File: src/inc/bank_cmp_pkg.sv
package bank_cmp_pkg;

  // Register addresses on the five-bit register port.
  localparam logic [4:0] ADDR_NONINV_SEL = 5'h03;
  localparam logic [4:0] ADDR_INV_SEL    = 5'h04;
  localparam logic [4:0] ADDR_THRESH     = 5'h0b;
  localparam logic [4:0] ADDR_BANK_CTL   = 5'h0c;
  localparam logic [4:0] ADDR_CMP_STATUS = 5'h0d;

  // Field positions of both channel-select registers; RETURN_SEL is in the inverting one only.
  localparam int POS_LSB       = 0;
  localparam int POS_MSB       = 2;
  localparam int BANK_LSB      = 3;
  localparam int BANK_MSB      = 5;
  localparam int RETURN_SEL    = 6;

  // Field positions in the bank control register.
  localparam int GROUP_LSB     = 0;
  localparam int GROUP_MSB     = 2;
  localparam int BANK_SWITCH   = 3;

  // Geometry of the input multiplexer.
  localparam int NUM_BANKS     = 8;
  localparam int BANK_SIZE     = 8;
  localparam int CODE_W        = 3;
  localparam int CHAN_W        = 6;

  // Reset values.
  localparam logic [7:0] RST_NONINV_SEL = 8'h00;
  localparam logic [7:0] RST_INV_SEL    = 8'h00;
  localparam logic [7:0] RST_THRESH     = 8'h00;
  localparam logic [7:0] RST_BANK_CTL   = 8'h00;

  // Writable bits; the rest read as zero.
  localparam logic [7:0] MASK_NONINV_SEL = 8'h3f;
  localparam logic [7:0] MASK_INV_SEL    = 8'h7f;
  localparam logic [7:0] MASK_BANK_CTL   = 8'h0f;

endpackage

File: src/logic/comparator_route.sv
`timescale 1ns/10ps
module comparator_route (
  input  wire logic [7:0]  noninv_sel_i,
  input  wire logic [7:0]  inv_sel_i,
  input  wire logic [7:0]  bank_ctl_i,
  output logic      [47:0] chan_map_o,
  output logic      [5:0]  amp_noninv_ch_o,
  output logic      [5:0]  amp_inv_ch_o
);

  logic       group_mode;
  logic [2:0] group_code;
  logic [2:0] noninv_bank;
  logic [2:0] inv_bank;
  logic [2:0] noninv_pos;
  logic [2:0] inv_pos;

  assign group_mode  = bank_ctl_i[bank_cmp_pkg::BANK_SWITCH];
  assign group_code  = bank_ctl_i[bank_cmp_pkg::GROUP_MSB:bank_cmp_pkg::GROUP_LSB];
  assign noninv_bank = noninv_sel_i[bank_cmp_pkg::BANK_MSB:bank_cmp_pkg::BANK_LSB];
  assign inv_bank    = inv_sel_i[bank_cmp_pkg::BANK_MSB:bank_cmp_pkg::BANK_LSB];
  assign noninv_pos  = noninv_sel_i[bank_cmp_pkg::POS_MSB:bank_cmp_pkg::POS_LSB];
  assign inv_pos     = inv_sel_i[bank_cmp_pkg::POS_MSB:bank_cmp_pkg::POS_LSB];

  // In group mode the amplifier position is forced to the group code.
  assign amp_noninv_ch_o = {group_mode ? group_code : noninv_pos, noninv_bank};
  assign amp_inv_ch_o    = {group_mode ? group_code : inv_pos, inv_bank};

  // Bank n carries every eighth input starting at input n, so a channel index
  // is the position above the bank; a consecutive group is then one position.
  genvar n;
  generate
    for (n = 0; n < bank_cmp_pkg::NUM_BANKS; n++) begin : g_bank
      localparam logic [2:0] BANK = 3'(n);
      logic [2:0] pos;
      always_comb begin
        // Shared group code picks the same position per bank.
        if (group_mode) begin
          pos = group_code;
        // Non-inverting select owns its bank; it wins a tie.
        end else if (noninv_bank == BANK) begin
          pos = noninv_pos;
        // Inverting select feeds its bank, also when the return pin is used.
        end else if (inv_bank == BANK) begin
          pos = inv_pos;
        // Unassigned bank n falls back to channel n.
        end else begin
          pos = 3'h0;
        end
      end
      // Comparator n only ever sees bank n, so no input is routed twice.
      assign chan_map_o[n*6 +: 6] = {pos, BANK};
    end
  endgenerate

endmodule

File: src/logic/bank_comparator_select.sv
`timescale 1ns/10ps
module bank_comparator_select (
  input  wire logic        CLK_I,
  input  wire logic        RST_N_I,
  input  wire logic [4:0]  ADDR_I,
  input  wire logic [7:0]  WDATA_I,
  input  wire logic        WR_I,
  input  wire logic        RD_I,
  input  wire logic [7:0]  CMP_I,
  output logic      [7:0]  RDATA_O,
  output logic      [7:0]  THRESH_CODE_O,
  output logic      [47:0] CMP_CHAN_O,
  output logic      [5:0]  AMP_NONINV_CH_O,
  output logic      [5:0]  AMP_INV_CH_O,
  output logic             RETURN_PIN_SELECT_O,
  output logic             BANK_SWITCH_SELECT_O
);

  typedef struct packed {
    logic [7:0]  noninv_sel;
    logic [7:0]  inv_sel;
    logic [7:0]  bank_ctl;
    logic [7:0]  thresh;
    logic [7:0]  rdata;
    logic [7:0]  cmp_meta;
    logic [7:0]  cmp_sync;
    logic [47:0] chan;
    logic [5:0]  amp_noninv;
    logic [5:0]  amp_inv;
    logic        ret_sel;
  } state_s;

  state_s      st;
  state_s      next_st;
  logic [47:0] route_chan;
  logic [5:0]  route_noninv;
  logic [5:0]  route_inv;

  comparator_route u_route (
    .noninv_sel_i    (st.noninv_sel),
    .inv_sel_i       (st.inv_sel),
    .bank_ctl_i      (st.bank_ctl),
    .chan_map_o      (route_chan),
    .amp_noninv_ch_o (route_noninv),
    .amp_inv_ch_o    (route_inv)
  );

  always_comb begin
    next_st = st;
    // Comparator levels are asynchronous to the clock, so they pass two flops.
    next_st.cmp_meta = CMP_I;
    next_st.cmp_sync = st.cmp_meta;
    next_st.chan       = route_chan;
    next_st.amp_noninv = route_noninv;
    next_st.amp_inv    = route_inv;
    // Return pin select follows inverting bit 6.
    next_st.ret_sel    = st.inv_sel[bank_cmp_pkg::RETURN_SEL];
    if (WR_I) begin
      case (ADDR_I)
        bank_cmp_pkg::ADDR_NONINV_SEL: begin
          next_st.noninv_sel = WDATA_I & bank_cmp_pkg::MASK_NONINV_SEL;
        end
        bank_cmp_pkg::ADDR_INV_SEL: begin
          next_st.inv_sel = WDATA_I & bank_cmp_pkg::MASK_INV_SEL;
        end
        // One threshold code for every comparator.
        bank_cmp_pkg::ADDR_THRESH: begin
          next_st.thresh = WDATA_I;
        end
        // Switch bit chooses group or individual control.
        bank_cmp_pkg::ADDR_BANK_CTL: begin
          next_st.bank_ctl = WDATA_I & bank_cmp_pkg::MASK_BANK_CTL;
        end
        default: begin
          next_st.thresh = st.thresh;
        end
      endcase
    end
    if (RD_I) begin
      case (ADDR_I)
        bank_cmp_pkg::ADDR_NONINV_SEL: next_st.rdata = st.noninv_sel;
        bank_cmp_pkg::ADDR_INV_SEL:    next_st.rdata = st.inv_sel;
        bank_cmp_pkg::ADDR_THRESH:     next_st.rdata = st.thresh;
        bank_cmp_pkg::ADDR_BANK_CTL:   next_st.rdata = st.bank_ctl;
        // Status returns the synchronized levels, taken from CMP_I two clocks before the read.
        bank_cmp_pkg::ADDR_CMP_STATUS: next_st.rdata = st.cmp_sync;
        default:                       next_st.rdata = 8'h00;
      endcase
    end
  end

  always_ff @(posedge CLK_I) begin
    if (!RST_N_I) begin
      st            <= '0;
      st.noninv_sel <= bank_cmp_pkg::RST_NONINV_SEL;
      st.inv_sel    <= bank_cmp_pkg::RST_INV_SEL;
      st.bank_ctl   <= bank_cmp_pkg::RST_BANK_CTL;
      st.thresh     <= bank_cmp_pkg::RST_THRESH;
    end else begin
      st <= next_st;
    end
  end

  assign RDATA_O              = st.rdata;
  assign THRESH_CODE_O        = st.thresh;
  assign CMP_CHAN_O           = st.chan;
  assign AMP_NONINV_CH_O      = st.amp_noninv;
  assign AMP_INV_CH_O         = st.amp_inv;
  assign RETURN_PIN_SELECT_O  = st.ret_sel;
  assign BANK_SWITCH_SELECT_O = st.bank_ctl[bank_cmp_pkg::BANK_SWITCH];

  // Helper views of the register fields, one step ahead of the registered routing.
  logic       grp;
  logic [2:0] gcode;
  logic [2:0] nb;
  logic [2:0] ib;
  assign grp   = st.bank_ctl[bank_cmp_pkg::BANK_SWITCH];
  assign gcode = st.bank_ctl[bank_cmp_pkg::GROUP_MSB:bank_cmp_pkg::GROUP_LSB];
  assign nb    = st.noninv_sel[bank_cmp_pkg::BANK_MSB:bank_cmp_pkg::BANK_LSB];
  assign ib    = st.inv_sel[bank_cmp_pkg::BANK_MSB:bank_cmp_pkg::BANK_LSB];

  // Each comparator must sit on its own bank; that alone keeps the
  // eight routed inputs distinct in both modes.
  logic [7:0] own_bank;
  genvar k;
  generate
    for (k = 0; k < bank_cmp_pkg::NUM_BANKS; k++) begin : g_own
      assign own_bank[k] = CMP_CHAN_O[k*6 +: 3] == 3'(k);
    end
  endgenerate

  a_status_sample: assert property (@(posedge CLK_I) disable iff (!RST_N_I)
    RD_I && ADDR_I == bank_cmp_pkg::ADDR_CMP_STATUS |=> RDATA_O == $past(st.cmp_sync))
    else $error("status read did not return the sampled comparators");

  a_thresh_write: assert property (@(posedge CLK_I) disable iff (!RST_N_I)
    WR_I && ADDR_I == bank_cmp_pkg::ADDR_THRESH |=> THRESH_CODE_O == $past(WDATA_I))
    else $error("threshold code not taken from write");

  a_group_first: assert property (@(posedge CLK_I) disable iff (!RST_N_I)
    grp && $stable(st.bank_ctl) |=> CMP_CHAN_O[5:0] == {$past(gcode), 3'h0})
    else $error("group mode first comparator channel wrong");

  a_group_shared: assert property (@(posedge CLK_I) disable iff (!RST_N_I)
    grp |=> CMP_CHAN_O[44:42] == 3'h7 && CMP_CHAN_O[47:45] == CMP_CHAN_O[5:3])
    else $error("group mode banks do not share one position");

  a_group_order: assert property (@(posedge CLK_I) disable iff (!RST_N_I)
    grp |=> CMP_CHAN_O[11:6] == {$past(gcode), 3'h1})
    else $error("group code does not map to ascending group");

  a_monitor_group: assert property (@(posedge CLK_I) disable iff (!RST_N_I)
    grp |=> AMP_NONINV_CH_O[5:3] == $past(gcode) && AMP_INV_CH_O[5:3] == $past(gcode))
    else $error("monitor left the preselected group");

  a_noninv_bank: assert property (@(posedge CLK_I) disable iff (!RST_N_I)
    !grp |=> CMP_CHAN_O[$past(nb)*6 +: 6] == {$past(st.noninv_sel[2:0]), $past(nb)})
    else $error("non-inverting bank comparator not on selected channel");

  a_inv_bank: assert property (@(posedge CLK_I) disable iff (!RST_N_I)
    !grp && nb != ib |=> CMP_CHAN_O[$past(ib)*6 +: 6] == {$past(st.inv_sel[2:0]), $past(ib)})
    else $error("inverting bank comparator not on selected channel");

  a_fixed_bank: assert property (@(posedge CLK_I) disable iff (!RST_N_I)
    !grp && nb != 3'h7 && ib != 3'h7 |=> CMP_CHAN_O[47:42] == 6'h07)
    else $error("unassigned bank not on its fixed channel");

  a_return_pin: assert property (@(posedge CLK_I) disable iff (!RST_N_I)
    WR_I && ADDR_I == bank_cmp_pkg::ADDR_INV_SEL |-> ##2 RETURN_PIN_SELECT_O == $past(WDATA_I[6], 2))
    else $error("return pin select does not follow bit 6");

  a_distinct_banks: assert property (@(posedge CLK_I) disable iff (!RST_N_I)
    RST_N_I |=> own_bank == 8'hff)
    else $error("a comparator is routed outside its own bank");

endmodule

File: config.mk
export PLATFORM = sky130hd
export DESIGN_NAME = bank_comparator_select
export DESIGN_NICKNAME = d
export VERILOG_FILES = /design/src/inc/bank_cmp_pkg.sv /design/src/logic/comparator_route.sv /design/src/logic/bank_comparator_select.sv
export SDC_FILE = /design/constraint.sdc
export NUM_CORES = 1
export LEC_CHECK = 0
export BUFFER_PORTS_ARGS = -buffer_cell sky130_fd_sc_hd__buf_4
export CAP_MARGIN = 20
export CORE_ASPECT_RATIO = 2
export CORE_MARGIN = 2
export CORE_UTILIZATION = 35
export CTS_CLUSTER_DIAMETER = 40
export DETAILED_ROUTE_END_ITERATION = 6
export GPL_TIMING_DRIVEN = 0
export PLACE_DENSITY = 0.57
export SYNTH_ARGS = -nofsm -noshare
export SYNTH_HDL_FRONTEND = slang
export SYNTH_SLANG_ARGS = --single-unit
File: constraint.sdc
create_clock -name CLK_I -period 1.5 [get_ports CLK_I]
set_input_delay 0.3 -clock CLK_I [delete_from_list [all_inputs] [get_ports CLK_I]]
set_output_delay 0.3 -clock CLK_I [all_outputs]
set_load 0.005 [all_outputs]
**Word level (Yosys, flattened, before mapping)**

Cells that the tools add are included.

- Register bits: 110
- Bits of input ports: 25
- Output and inout port bits: 78
- Word-level logic and storage cells: 65

- Equality and inequality tests: 19
- Multiplexer cells: 28
- Reduce and logical (&&, ||, !) cells: 6

Operators with widths:

| operator | count |
|---|---|
| 3-bit two-way mux | 26 |
| 58-bit two-way mux | 1 |
| 8-bit case mux with 5 select lines | 1 |
| 3-bit equality test, second input constant | 8 |
| 5-bit by 4-bit equality test with 1-bit output, second input constant | 3 |
| 3-bit by 2-bit equality test with 1-bit output, second input constant | 4 |
| 2-bit AND reduction | 4 |
| 3-bit by 1-bit equality test with 1-bit output, second input constant | 2 |
| 3-bit zero test | 2 |
| 5-bit by 2-bit equality test with 1-bit output, second input constant | 1 |
| 5-bit by 3-bit equality test with 1-bit output, second input constant | 1 |

**Depth between registers and ports, before layout**

- Depth after elaboration: 5
- Depth in mapped cells: 6
- Depth with buffers taken out: 4

**Hierarchy**

Synthesis repeated with hierarchy kept, for this count alone.

- Cells, all modules: 569
- Area total of the unflattened synthesis: 5162.5 sq um

By module, submodules not included:

| module | times used | cells an instance | area each (sq um) | sequential area each (sq um) |
|---|---|---|---|---|
| bank_comparator_select | 1 | 409 | 4202.8 | 2202.1 |
| comparator_route | 1 | 160 | 959.7 | 0.0 |

**Worst setup path before layout**

OpenSTA, ideal clock, no wires.

- Path type: input to register
- Start: input port WR_I
- End: register st, in the netlist THRESH_CODE_O[0]
- Library setup time: 116 ps
- Arrival time: 1328 ps
- Required time: 1384 ps
- Setup slack: 55 ps
- Stages: 6
- Buffers on the path: 2
- Cell sequence: clkbuf_1 -> inv_1 -> or3_1 -> buf_2 -> mux2i_1 -> nor2b_1

- Cells in the longest elaborated chain, start to end: 1

RTL lines:

| element | line | text |
|---|---|---|
| from (decl) | bank_comparator_select.sv:7 | `input wire logic WR_I,` |
| 2-bit AND reduction (no source line) | -- |  |
| to (signal assigned) | bank_comparator_select.sv:100 | `st <= next_st;` |
| to (decl) | bank_comparator_select.sv:33 | `state_s st;` |

No other way between the ends.
A chain may end at the register's enable or synchronous reset.

**Worst setup path in the final report**

- Start: register st, in the netlist nb[1]
- End: register st, in the netlist CMP_CHAN_O[16]

- Cells in the longest elaborated chain, start to end: 3

RTL lines:

| element | line | text |
|---|---|---|
| 3-bit by 2-bit equality test with 1-bit output | comparator_route.sv:41 | `end else if (noninv_bank == BANK) begin` |
| 3-bit two-way mux | comparator_route.sv:41 |  |
| 3-bit two-way mux | comparator_route.sv:38 | `if (group_mode) begin` |

No other way between the ends.

==> out/metrics.yaml <==
numPortBuffers: 89
synth_area_per_cell_sq_um: 9.38
yosys.area.top_type_share: 0.438
setup_tns_ns: -0.00697
hp-class: "in2reg"
violations: "negative setup slack"
cts_root_buf: "clkbuf_16"
hp-start: "RST_N_I"
ant_nets: 0
synth.largest_area_cell: "dfxtp_1"
peakVddDrop_v: 0.000516
cp-start-kind: "flop"
crit_path_start: "nb[1]"
yosysWarnings: 0
die_x_um: 79.4
cpMaxStageDelayCell: "a221oi_1"
whs_ns: 0.0926
hold_buffers: 0
cts.clk_slew.worst_paths_ns: 0.06
wl_met2_mm: 5.67
setup_viol: 1
nNetsFinal: 558
htreeDepth: 3
hold_viol: 0
grt_use_total: 0.161
clk_latency_ns: 0.34
synthSimpleGateAreaFrac: 0.185
clock_sinks: 87
die_h_um: 155
rr_worst_depth: 5
slew_viol_final: 0
routedWlPerCell_um: 14.6
cp.arrival_ns: 1.70
synth_edf_count: 0
drc_errors: 0
drive_gt1_frac: 0.380
synthAdderAreaFrac: 0
synth_seq_area_share: 0.438
p_leak_nw: 2.44
worst_clock_skew_ns: 0.00554
synthArstFlopShare: 0
fp.coreArea_sq_um: 11200
drt-initial-drc-count: 229
final_util: 0.466
grt-ovfl-total: 0
max-cap-violations: 0
synth_area_leaders: "dfxtp_1 (44%), buf_4 (14%), mux2i_1 (7.0%), a221oi_1 (5.3%), and2_1 (3.6%)"
fillers: 1108
synth_xor_xnor_area_share: 0
rr_startpoint: "nb[1]"
holdPathStages: 1
outcome: "finished, violations left"
yosysMostFrequentCell: "dfxtp_1"
period_minus_slack_ns: 1.51
synth_top_family_by_area: "simple AND/OR/NAND/NOR gates"
worstPathRequired_ns: 1.70
vias: 3139
multi_input_area_sq_um: 1640
maxSlewHeadroom: 0.519
wl_met1_mm: 3.38
diodes: 0
synth_ff_type: "dfxtp_1"
end_kind: "flop"
ys_seq_elements: 87
synth.mux.area_fraction: 0.0705
hpwl_mm: 7.77
grt_max_degree: 14
gp_congestion: 0.861
dr.pass1.iters: 4
row_count: 55
cts_buffer_depth: 2
pin_count: 103
antenna_found_initial: 0
netlist_instances: 424
synth_commonest_cells: "dfxtp_1 (87), buf_4 (76), mux2i_1 (28), nor2_1 (26), a221oi_1 (24)"
worst_slack_ns: -0.00697
crit_chain: "buf_4, nor3b_4, nor4b_2, a221oi_1, nor2_1"
regArea_sq_um: 1750
finalCritPeriodShare: 1.00
via_per_inst: 4.62
yosysUniqueCellTypes: 41
cts_tree: "done"
numCtsBuffers: 9
grt_pass1_wl_mm: 14.8
worstPathMaxFanout: 10
max_clock_freq_mhz: 664
pre_cts_ws_ns: -0.433
crit_path_max_incr_delay_ns: 0.37
synthesis.area_sq_um: 3980
crit_type: "reg2reg"
worstMarginPinSlew_ns: 0.717
drt-total-wl_mm: 9.92
wl_met3_um: 533
die_area_sq_um: 12300
dr.max_layer_used: "met4"
grt_pass1_vias: 2983
p_per_area_nw_per_um2: 925
synth-compound-area-share: 0.126
area_growth_pct: 31.6
start_util: 0.355
[flip-flops by register name, summed over array words and instances (netlist names)]
register	count
RETURN_PIN_SELECT_O	1
st	14
THRESH_CODE_O	8
CMP_CHAN_O	25
RDATA_O	8
BANK_SWITCH_SELECT_O	1
AMP_NONINV_CH_O	6
ib	3
AMP_INV_CH_O	6
gcode	3
next_st	9
nb	3
[cells by family (layout without fill, tap and decap cells)]
logic type      count (synthesis)  after routing
mux                            28             28
other cells                     1             12
buf+inv                       111            213
simple gates                  129            129
flops                          87             87
compound gates                 68             68
[layout make-up]
| class | count | share of cell area |
|---|---|---|
| tap | 142 | 0.0340 |
| timing repair buffer | 89 | 0.128 |
| sequential | 87 | 0.334 |
| clock inverter | 4 | 0.00909 |
| buffer | 105 | 0.135 |
| clock buffer | 11 | 0.0445 |
| inverter | 4 | 0.00287 |
| multi-input combinational | 237 | 0.314 |
[critical path: cells and delay by family (launching register included)]
kind,cells,cell delay [ns]
AND/OR/NAND/NOR,3,0.47
AO/OA/AOI/OAI,1,0.37
flip-flops,1,0.32
buffers and inverters,1,0.21
[worst paths after layout]
check | to | slack, ns
worst max register to register | CMP_CHAN_O[16] | -0.007
worst min register to register | st[62] | 0.43
worst max-delay path | CMP_CHAN_O[16] | -0.007
worst min-delay path | CMP_CHAN_O[43] | 0.09
[report_power, final]
part           internal (W)  total (W)  leakage, nW  switching (W)
combinational      0.000186   0.000345         1.59       0.000159
sequential          0.00235    0.00236        0.707      0.0000169
clock               0.00128    0.00213        0.135       0.000857
total               0.00381    0.00484         2.44        0.00103
[stage by stage]
stage	cells	total power, W	area (sq um)
after detailed placement	666	0.00276	4860
after global placement	666	0.00275	4860
after floorplan	435	0.00260	4020
after global routing	679	0.00503	5230
after CTS	679	0.00489	5160
final	679	0.00484	5230
[cells in the final DEF, fill, tap and decap left out, drive strengths merged, types with 5 or more instances in the layout]
master / n
a21oi: 10
and2: 23
nor2: 26
o21ai: 7
mux2i: 28
a21boi: 13
dfxtp: 87
conb: 12
nand2: 19
o22ai: 5
nand3: 7
nor2b: 22
a221oi: 24
nand3b: 5
buf: 175
clkbuf: 30
[per-layer routing]
layer,global-route usage,up-vias
met5,0,-
met4,0.0936,0
met3,0.0408,20
met2,0.308,108
met1,0.146,1423
li1,-,1588
[what timing repair did]
action	in CTS	in global routing
endpoints found under the setup margin	28	39
gates cloned	0	0
setup buffers	0	0
gates resized for setup	5	21
pin swaps	0	1
No activity file was read; power rests on OpenSTA's default activity.
